--- src/include/cc_pkg.sv ---
package cc_pkg;
    // ****************************************
    // Sizes
    // ****************************************
    localparam int CH_N      = 16;
    localparam int TB_N      = 2;
    localparam int CW        = 16;
    localparam int PAIR_OFS  = 8;
    localparam int PRE_W     = 4;
    localparam int STAG_W    = 3;

    // ****************************************
    // Reset values and limits
    // ****************************************
    localparam logic [CW-1:0]     CNT_MAX    = 16'hFFFF;
    localparam logic [CW-1:0]     CNT_RST    = 16'h0000;
    localparam logic [CW-1:0]     VALUE_RST  = 16'h0000;
    localparam logic [PRE_W-1:0]  PRE_RST    = 4'h0;
    localparam logic [STAG_W-1:0] STAG_RST   = 3'h0;
    localparam logic [STAG_W-1:0] STAG_LAST  = 3'h7;
    localparam logic              PIN_RST    = 1'b0;

    // ****************************************
    // Channel modes, edges and clock sources
    // ****************************************
    typedef enum logic [6:0] {
        CM_OFF     = 7'h01,
        CM_CAPTURE = 7'h02,
        CM_CMP0    = 7'h04,
        CM_CMP1    = 7'h08,
        CM_CMP2    = 7'h10,
        CM_CMP3    = 7'h20,
        CM_DOUBLE  = 7'h40
    } cc_mode_e;

    typedef enum logic [1:0] {
        EDGE_NONE = 2'h0,
        EDGE_RISE = 2'h1,
        EDGE_FALL = 2'h2,
        EDGE_BOTH = 2'h3
    } edge_sel_e;

    typedef enum logic [2:0] {
        SRC_DIV1  = 3'h0,
        SRC_DIV2  = 3'h1,
        SRC_DIV4  = 3'h2,
        SRC_DIV8  = 3'h3,
        SRC_DIV16 = 3'h4,
        SRC_GPT   = 3'h5,
        SRC_EXT   = 3'h6,
        SRC_STOP  = 3'h7
    } tb_src_e;
endpackage : cc_pkg

--- src/include/cc_chan_if.sv ---
`timescale 1ns/1ps
interface cc_chan_if;
    import cc_pkg::*;
    logic [CW-1:0] tval;
    logic          tupd;
    logic          tovf;
    logic          pin_in;
    cc_mode_e      mode;
    edge_sel_e     edge_sel;
    logic          single;
    logic          wr;
    logic [CW-1:0] wdata;
    logic          partner_match;
    logic [CW-1:0] value;
    logic          pin_out;
    logic          pin_oe;
    logic          irq;
    logic          match;
    modport unit (output tval, tupd, tovf, pin_in, mode, edge_sel, single, wr, wdata, partner_match,
                  input value, pin_out, pin_oe, irq, match);
    modport chan (input tval, tupd, tovf, pin_in, mode, edge_sel, single, wr, wdata, partner_match,
                  output value, pin_out, pin_oe, irq, match);
endinterface : cc_chan_if

--- src/rtl/sixteen_channel_cc_unit.sv ---
`timescale 1ns/1ps
// Behaviour
// - 16 channels, one-cycle resolution, eight when staggered.
// - Two independent 16-bit reloadable time bases.
// - Timer clock: prescaled system clock or timer overflow.
// - External count input can advance a time base.
// - Each channel picks timer and capture/compare.
// - Each channel owns one pin, in or out.
// - Capture latches assigned timer on pin event.
// - Every capture raises that channel's interrupt.
// - Capture edge: rising, falling, or both.
// - Compare modes match continuously, act on equality.
// - Mode 0: interrupt only, many per period.
// - Mode 1: pin toggles on every match.
// - Mode 2: interrupt only, once per period.
// - Mode 3: pin set on match, cleared on overflow.
// - Double mode: two registers toggle one pin.
// - Single event: act once, then ignore matches.
// - External timer overflow can clock either time base.
module sixteen_channel_cc_unit (
    input  wire logic                                     clk,
    input  wire logic                                     rst_n,
    input  wire logic                                     stagger_en,
    input  wire cc_pkg::tb_src_e   [cc_pkg::TB_N-1:0]     tb_src,
    input  wire logic              [cc_pkg::TB_N-1:0][15:0] tb_reload,
    input  wire logic              [cc_pkg::TB_N-1:0]     tb_load,
    input  wire logic              [15:0]                 tb_load_val,
    input  wire logic                                     gpt_ovf,
    input  wire logic                                     ext_count_in,
    input  wire cc_pkg::cc_mode_e  [cc_pkg::CH_N-1:0]     cc_mode,
    input  wire cc_pkg::edge_sel_e [cc_pkg::CH_N-1:0]     cc_edge,
    input  wire logic              [cc_pkg::CH_N-1:0]     cc_tsel,
    input  wire logic              [cc_pkg::CH_N-1:0]     cc_single,
    input  wire logic              [cc_pkg::CH_N-1:0]     cc_wr,
    input  wire logic              [15:0]                 cc_wdata,
    input  wire logic              [cc_pkg::CH_N-1:0]     cc_pin_in,
    output logic                   [cc_pkg::CH_N-1:0]     cc_pin_out,
    output logic                   [cc_pkg::CH_N-1:0]     cc_pin_oe,
    output logic                   [cc_pkg::CH_N-1:0]     cc_irq,
    output logic                   [cc_pkg::CH_N-1:0][15:0] cc_value,
    output logic                   [cc_pkg::TB_N-1:0][15:0] tb_count,
    output logic                   [cc_pkg::TB_N-1:0]     tb_ovf
);
    import cc_pkg::*;

    // ****************************************
    // Shared clock dividers
    // ****************************************
    logic [PRE_W-1:0]  pre_r;
    logic [STAG_W-1:0] stag_r;
    logic              ext_prev_r;
    logic              ext_rise;
    logic              tick_gate;

    always_ff @(posedge clk) begin
        if (!rst_n) begin
            pre_r <= PRE_RST;
        end else begin
            pre_r <= pre_r + 4'h1;
        end
    end

    // In staggered operation the channels are served one slot in eight,
    // so the time bases may only advance once every eight cycles.
    always_ff @(posedge clk) begin
        if (!rst_n) begin
            stag_r <= STAG_RST;
        end else begin
            stag_r <= stag_r + 3'h1;
        end
    end

    always_ff @(posedge clk) begin
        if (!rst_n) begin
            ext_prev_r <= 1'b0;
        end else begin
            ext_prev_r <= ext_count_in;
        end
    end

    assign ext_rise  = ext_count_in & ~ext_prev_r;
    assign tick_gate = !stagger_en || (stag_r == STAG_LAST);

    // ****************************************
    // Time bases
    // ****************************************
    logic [CW-1:0] cnt_r  [TB_N];
    logic          tupd_r [TB_N];
    logic          tovf_r [TB_N];

    for (genvar t = 0; t < TB_N; t++) begin : g_tb
        logic raw;
        logic tick;

        always_comb begin
            case (tb_src[t])
                SRC_DIV1:  raw = 1'b1;
                SRC_DIV2:  raw = pre_r[0];
                SRC_DIV4:  raw = &pre_r[1:0];
                SRC_DIV8:  raw = &pre_r[2:0];
                SRC_DIV16: raw = &pre_r[3:0];
                SRC_GPT:   raw = gpt_ovf;
                SRC_EXT:   raw = ext_rise;
                default:   raw = 1'b0;
            endcase
            tick = raw && tick_gate;
        end

        always_ff @(posedge clk) begin
            if (!rst_n) begin
                cnt_r[t] <= CNT_RST;
            end else if (tb_load[t]) begin
                cnt_r[t] <= tb_load_val;
            end else if (tick) begin
                if (cnt_r[t] == CNT_MAX) begin
                    cnt_r[t] <= tb_reload[t];
                end else begin
                    cnt_r[t] <= cnt_r[t] + 16'h0001;
                end
            end
        end

        always_ff @(posedge clk) begin
            if (!rst_n) begin
                tupd_r[t] <= 1'b0;
            end else begin
                tupd_r[t] <= tick || tb_load[t];
            end
        end

        always_ff @(posedge clk) begin
            if (!rst_n) begin
                tovf_r[t] <= 1'b0;
            end else begin
                tovf_r[t] <= tick && !tb_load[t] && (cnt_r[t] == CNT_MAX);
            end
        end

        assign tb_count[t] = cnt_r[t];
        assign tb_ovf[t]   = tovf_r[t];

    end

    // ****************************************
    // Channel array
    // ****************************************
    cc_chan_if chif [CH_N] ();

    for (genvar g = 0; g < CH_N; g++) begin : g_ch
        assign chif[g].tval     = cc_tsel[g] ? cnt_r[1] : cnt_r[0];
        assign chif[g].tupd     = cc_tsel[g] ? tupd_r[1] : tupd_r[0];
        assign chif[g].tovf     = cc_tsel[g] ? tovf_r[1] : tovf_r[0];
        assign chif[g].pin_in   = cc_pin_in[g];
        assign chif[g].mode     = cc_mode[g];
        assign chif[g].edge_sel = cc_edge[g];
        assign chif[g].single   = cc_single[g];
        assign chif[g].wr       = cc_wr[g];
        assign chif[g].wdata    = cc_wdata;

        // Channel g below the pair offset owns the shared pin in double mode;
        // its partner g+8 only supplies match events.
        if (g < PAIR_OFS) begin : g_low
            assign chif[g].partner_match = (cc_mode[g + PAIR_OFS] == CM_DOUBLE) && chif[g + PAIR_OFS].match;
        end else begin : g_high
            assign chif[g].partner_match = 1'b0;
        end

        cc_channel #(
            .PIN_OWNER (g < PAIR_OFS)
        ) u_ch (
            .clk   (clk),
            .rst_n (rst_n),
            .ch    (chif[g])
        );

        assign cc_pin_out[g] = chif[g].pin_out;
        assign cc_pin_oe[g]  = chif[g].pin_oe;
        assign cc_irq[g]     = chif[g].irq;
        assign cc_value[g]   = chif[g].value;

    end
endmodule : sixteen_channel_cc_unit

--- src/rtl/cc_channel.sv ---
`timescale 1ns/1ps
module cc_channel #(
    parameter bit PIN_OWNER = 1'b1
) (
    input wire logic clk,
    input wire logic rst_n,
    cc_chan_if.chan  ch
);
    import cc_pkg::*;

    logic [CW-1:0] value_r;
    logic          pin_r;
    logic          oe_r;
    logic          irq_r;
    logic          done_r;
    logic          fired_r;
    logic          prev_r;
    logic          rise;
    logic          fall;
    logic          cap_ev;
    logic          is_cmp;
    logic          once;
    logic          act;
    logic          dbl_ev;

    always_comb begin
        rise   = ch.pin_in & ~prev_r;
        fall   = ~ch.pin_in & prev_r;
        cap_ev = (ch.mode == CM_CAPTURE) && ((ch.edge_sel[0] && rise) || (ch.edge_sel[1] && fall));
        is_cmp = ch.mode inside {CM_CMP0, CM_CMP1, CM_CMP2, CM_CMP3, CM_DOUBLE};
        once   = ch.mode inside {CM_CMP2, CM_CMP3};
        act    = is_cmp && ch.tupd && (ch.tval == value_r) && !done_r && !(once && fired_r);
        dbl_ev = PIN_OWNER && (ch.mode == CM_DOUBLE) && (act || (ch.partner_match && !done_r));
    end

    assign ch.match   = act;
    assign ch.value   = value_r;
    assign ch.pin_out = pin_r;
    assign ch.pin_oe  = oe_r;
    assign ch.irq     = irq_r;

    // Capture has priority over a software write in the same cycle.
    always_ff @(posedge clk) begin
        if (!rst_n) begin
            value_r <= VALUE_RST;
        end else if (cap_ev) begin
            value_r <= ch.tval;
        end else if (ch.wr) begin
            value_r <= ch.wdata;
        end
    end

    always_ff @(posedge clk) begin
        if (!rst_n) begin
            irq_r  <= 1'b0;
            prev_r <= 1'b0;
        end else begin
            irq_r  <= cap_ev || act;
            prev_r <= ch.pin_in;
        end
    end

    always_ff @(posedge clk) begin
        if (!rst_n) begin
            pin_r <= PIN_RST;
        end else if (((ch.mode == CM_CMP1) && act) || dbl_ev) begin
            pin_r <= ~pin_r;
        end else if ((ch.mode == CM_CMP3) && act) begin
            pin_r <= 1'b1;
        end else if ((ch.mode == CM_CMP3) && ch.tovf) begin
            pin_r <= 1'b0;
        end
    end

    always_ff @(posedge clk) begin
        if (!rst_n) begin
            oe_r <= 1'b0;
        end else begin
            oe_r <= (ch.mode inside {CM_CMP1, CM_CMP3}) || (PIN_OWNER && (ch.mode == CM_DOUBLE));
        end
    end

    // The stop flag is set by hardware and wins over a clearing write.
    always_ff @(posedge clk) begin
        if (!rst_n) begin
            done_r <= 1'b0;
        end else if (ch.single && (act || dbl_ev)) begin
            done_r <= 1'b1;
        end else if (ch.wr || !ch.single) begin
            done_r <= 1'b0;
        end
    end

    always_ff @(posedge clk) begin
        if (!rst_n) begin
            fired_r <= 1'b0;
        end else if (act) begin
            fired_r <= 1'b1;
        end else if (ch.tovf) begin
            fired_r <= 1'b0;
        end
    end
endmodule : cc_channel

--- config.mk ---
export PLATFORM = sky130hd
export DESIGN_NAME = sixteen_channel_cc_unit
export DESIGN_NICKNAME = d
export VERILOG_FILES = /design/src/include/cc_pkg.sv /design/src/include/cc_chan_if.sv /design/src/rtl/sixteen_channel_cc_unit.sv /design/src/rtl/cc_channel.sv
export SDC_FILE = /design/constraint.sdc
export NUM_CORES = 1
export LEC_CHECK = 0
export ABC_CLOCK_PERIOD_IN_PS = 4100
export BUFFER_PORTS_ARGS = -buffer_cell sky130_fd_sc_hd__buf_2
export CAP_MARGIN = 20
export CORE_AREA = 8 8 304 306
export CTS_BUF_LIST = sky130_fd_sc_hd__clkbuf_2 sky130_fd_sc_hd__clkbuf_4 sky130_fd_sc_hd__clkbuf_8
export DETAILED_ROUTE_END_ITERATION = 8
export DIE_AREA = 0 0 312 314
export GPL_TIMING_DRIVEN = 0
export HOLD_SLACK_MARGIN = 0.02
export SYNTH_ARGS = -nofsm -noshare
export SYNTH_HDL_FRONTEND = slang
export SYNTH_SLANG_ARGS = --single-unit
--- constraint.sdc ---
create_clock -name clk -period 4.1 [get_ports clk]
set_clock_uncertainty 0.15 [all_clocks]
set_input_delay 1.23 -clock clk [delete_from_list [all_inputs] [get_ports clk]]
set_output_delay 1.23 -clock clk [all_outputs]
set_load 0.005 [all_outputs]
==> impl_metrics.json <==
{
  "status": "complete, but fails checks",
  "violations": "setup timing",
  "die_w_um": 312,
  "worst-path-max-fanout": 11,
  "avgViaCountPerCell": 5.70,
  "grt_max_degree": 17,
  "globalRoute.totalOverflow": 0,
  "avgSynthCellArea_um2": 8.36,
  "final_area_um2": 33500,
  "yosysMostFrequentCell": "dfxtp_1",
  "cts.sinks": 396,
  "startpoint_type": "register",
  "power.density_nw_per_um2": 359,
  "dp_hpwl_um": 122000,
  "wl_per_cell_um": 31.4,
  "final_util_pct": 38.2,
  "syn_to_final_growth_pct": 24.6,
  "rsz0062_at_grt": "true",
  "synth-edff-count": 32,
  "place_area_um2": 31600,
  "critical_path_buf_inv_count": 1,
  "clk_pin_slew_ns": 0.07,
  "drive_above_1_share_pct": 28.3,
  "rows": 109,
  "grt_pass1_vias": 27431,
  "grt_usage_pct": 31.0,
  "die_h_um": 314,
  "hold_path.class": "register to register",
  "ant_nets": 0,
  "ys.flop_type": "dfxtp_1",
  "dr_total_vias": 29300,
  "dieArea_um2": 98000,
  "worstMarginPinSlew_ns": 1.25,
  "fin_nets": 4184,
  "setup_viol": 6,
  "postCtsHoldBufs": 0,
  "fmax_mhz": 234,
  "slowest_delay_ns": 1.10,
  "clock_path_buffers": 3,
  "async_flop_share_pct": 0,
  "clk_root_buffer_cell": "clkbuf_8",
  "synth_cell_type_count": 75,
  "port_buffers": 570,
  "crit_family": "simple AND/OR/NAND/NOR gates",
  "yosysSeqAreaShare_pct": 30.7,
  "yosysTopAreaCell": "dfxtp_1",
  "cts_tree": "done",
  "final_cells": 5136,
  "crit_chain": "clkbuf_1, mux2i_1, xnor2_1, nor4_1, nand4_1, nor3_1, or3_1, a21oi_1",
  "synthTopCellsByCount": "364 x dfxtp_1, 288 x mux2i_1, 258 x nand2_1, 256 x nor2_1, 219 x clkbuf_1",
  "dr.pass1.iters": 6,
  "synth_nets": 3504,
  "post-route-drc-count": 0,
  "drtIter0Drc": 3555,
  "syn-cell-area_um2": 26900,
  "synth_area_leaders": "dfxtp_1 27%, mux2i_1 11%, mux2_2 6.7%",
  "worstSetupPathType": "register to register",
  "gp_congestion": 0.974,
  "start_util_pct": 30.7,
  "drt-total-wl_um": 162000,
  "clk_latency_ns": 0.73,
  "p_leak_nw": 14.7,
  "min_period_ns": 4.27,
  "placed_cells": 4975,
  "fillers": 9242,
  "ys_ff_latch": 396,
  "slew_headroom_pct": 16.5,
  "max-cap-violations": 0,
  "setup_tns_ns": -0.472,
  "antenna_found_initial": 32,
  "ios": 623,
  "cp_data_arrival_time_ns": 4.71,
  "core_area_um2": 87600,
  "crit_slowest_cell": "edfxtp_1",
  "worst_ep_required_time_ns": 4.55,
  "yosys_warnings": 0,
  "worst_slack_ns": -0.168,
  "slew_viol_final": 0,
  "grt_pass1_wl_um": 217000,
  "finalHoldViolCount": 0,
  "end_kind": "register",
  "yosysTopAreaCellShare_pct": 27.1,
  "htree_levels": 3,
  "cts-buffers-inserted": 82,
  "hold-worst-slack_ns": 0.279,
  "period_share_pct": 104,
  "syn_inst": 3213,
  "vdd_ir_drop_max_mv": 0.224
}
[layer usage]
| layer | track usage [%] | part of all wire [%] | vias up |
|---|---|---|---|
| li1 | - | - | 12722 |
| met1 | 36.9 | 37 | 14017 |
| met2 | 46.7 | 43 | 2038 |
| met3 | 12.2 | 13 | 503 |
| met4 | 19.2 | 7.1 | 20 |
| met5 | 0 | 0.079 | - |
[placed cells by master (no fill, tap or decap), types with 145 or more instances in the layout]
master	n
xor2_1	145
a211oi_1	209
nand2_1	258
o21ai_0	159
a21oi_1	159
clkbuf_1	195
mux2_2	160
nor2_1	256
dfxtp_1	364
buf_2	610
xnor2_1	174
mux2i_1	288
[report_power, final]
group          internal [W]  switching [W]  total, W
logic               0.00109        0.00190   0.00299
clock network       0.00262        0.00208   0.00470
registers           0.00410       0.000228   0.00433
total               0.00781        0.00421    0.0120
[metrics by stage]
stage,power [W],setup slack [ns]
4_1_cts,0.0119,0.0315
3_3_place_gp,0.00721,-1.55
6_report,0.0120,-0.168
5_1_grt,0.0123,-0.0234
2_1_floorplan,0.00588,0.758
3_5_place_dp,0.00728,-0.772
[final timing paths]
check	from	endpoint	slack [ns]	depth (start not counted)
worst max-delay path	cnt_r[1][13]	g_ch[1].u_ch.ch.pin_out	-0.17	8
worst max register to register	cnt_r[1][13]	g_ch[1].u_ch.ch.pin_out	-0.17	8
worst min register to register	stag_r[0]	stag_r[0]	0.28	1
worst min-delay path	stag_r[0]	stag_r[0]	0.28	1
[layout make-up]
type	count	area (um2)	share of cell area [%]
flip-flops and latches	396	8250	24.7
well taps	1165	1460	4.36
clock inverters	15	166	0.497
diodes	18	45.0	0.135
multi-input cells	2453	16900	50.5
inverters	32	120	0.359
repair buffers	603	3340	9.98
clock buffers	129	1580	4.71
plain buffers	325	1590	4.76
[cell families after synthesis]
| group | count (synthesis) | share of synthesized area, % |
|---|---|---|
| AOI/OAI and AO/OA | 598 | 13.9 |
| xor gates and xnor gates | 319 | 10.4 |
| adders and majority gates | 6 | 0.279 |
| buffers and inverters | 364 | 6.36 |
| DFF | 396 | 30.7 |
| muxes | 451 | 17.6 |
| and+or+nand+nor | 1079 | 20.8 |
[worst register-to-register path, cell delays in order (launching register included)]
cell	delay [ns]
edfxtp_1	1.10
clkbuf_1	0.82
mux2i_1	0.35
xnor2_1	0.24
nor4_1	0.20
nand4_1	0.45
nor3_1	0.58
or3_1	0.19
a21oi_1	0.06
[state kept, by name (all words and copies together), names as in the netlist]
signal / flops
g_ch.u_ch.ch.irq: 16
stag_r: 3
cnt_r: 32
g_ch.u_ch.prev_r: 16
g_ch.u_ch.ch.value: 256
pre_r: 4
g_ch.u_ch.fired_r: 16
g_ch.u_ch.ch.pin_out: 16
g_ch.u_ch.done_r: 16
ext_prev_r: 1
tupd_r: 2
g_ch.u_ch.ch.pin_oe: 16
tovf_r: 2
[timing repair]
| item | CTS | global route |
|---|---|---|
| hold endpoints to repair | 0 | 0 |
| endpoints found under the setup margin | 16 | 3 |
| resized for setup | 8 | 6 |
| setup buffers | 1 | 4 |
No activity file was read; power rests on OpenSTA's default activity.
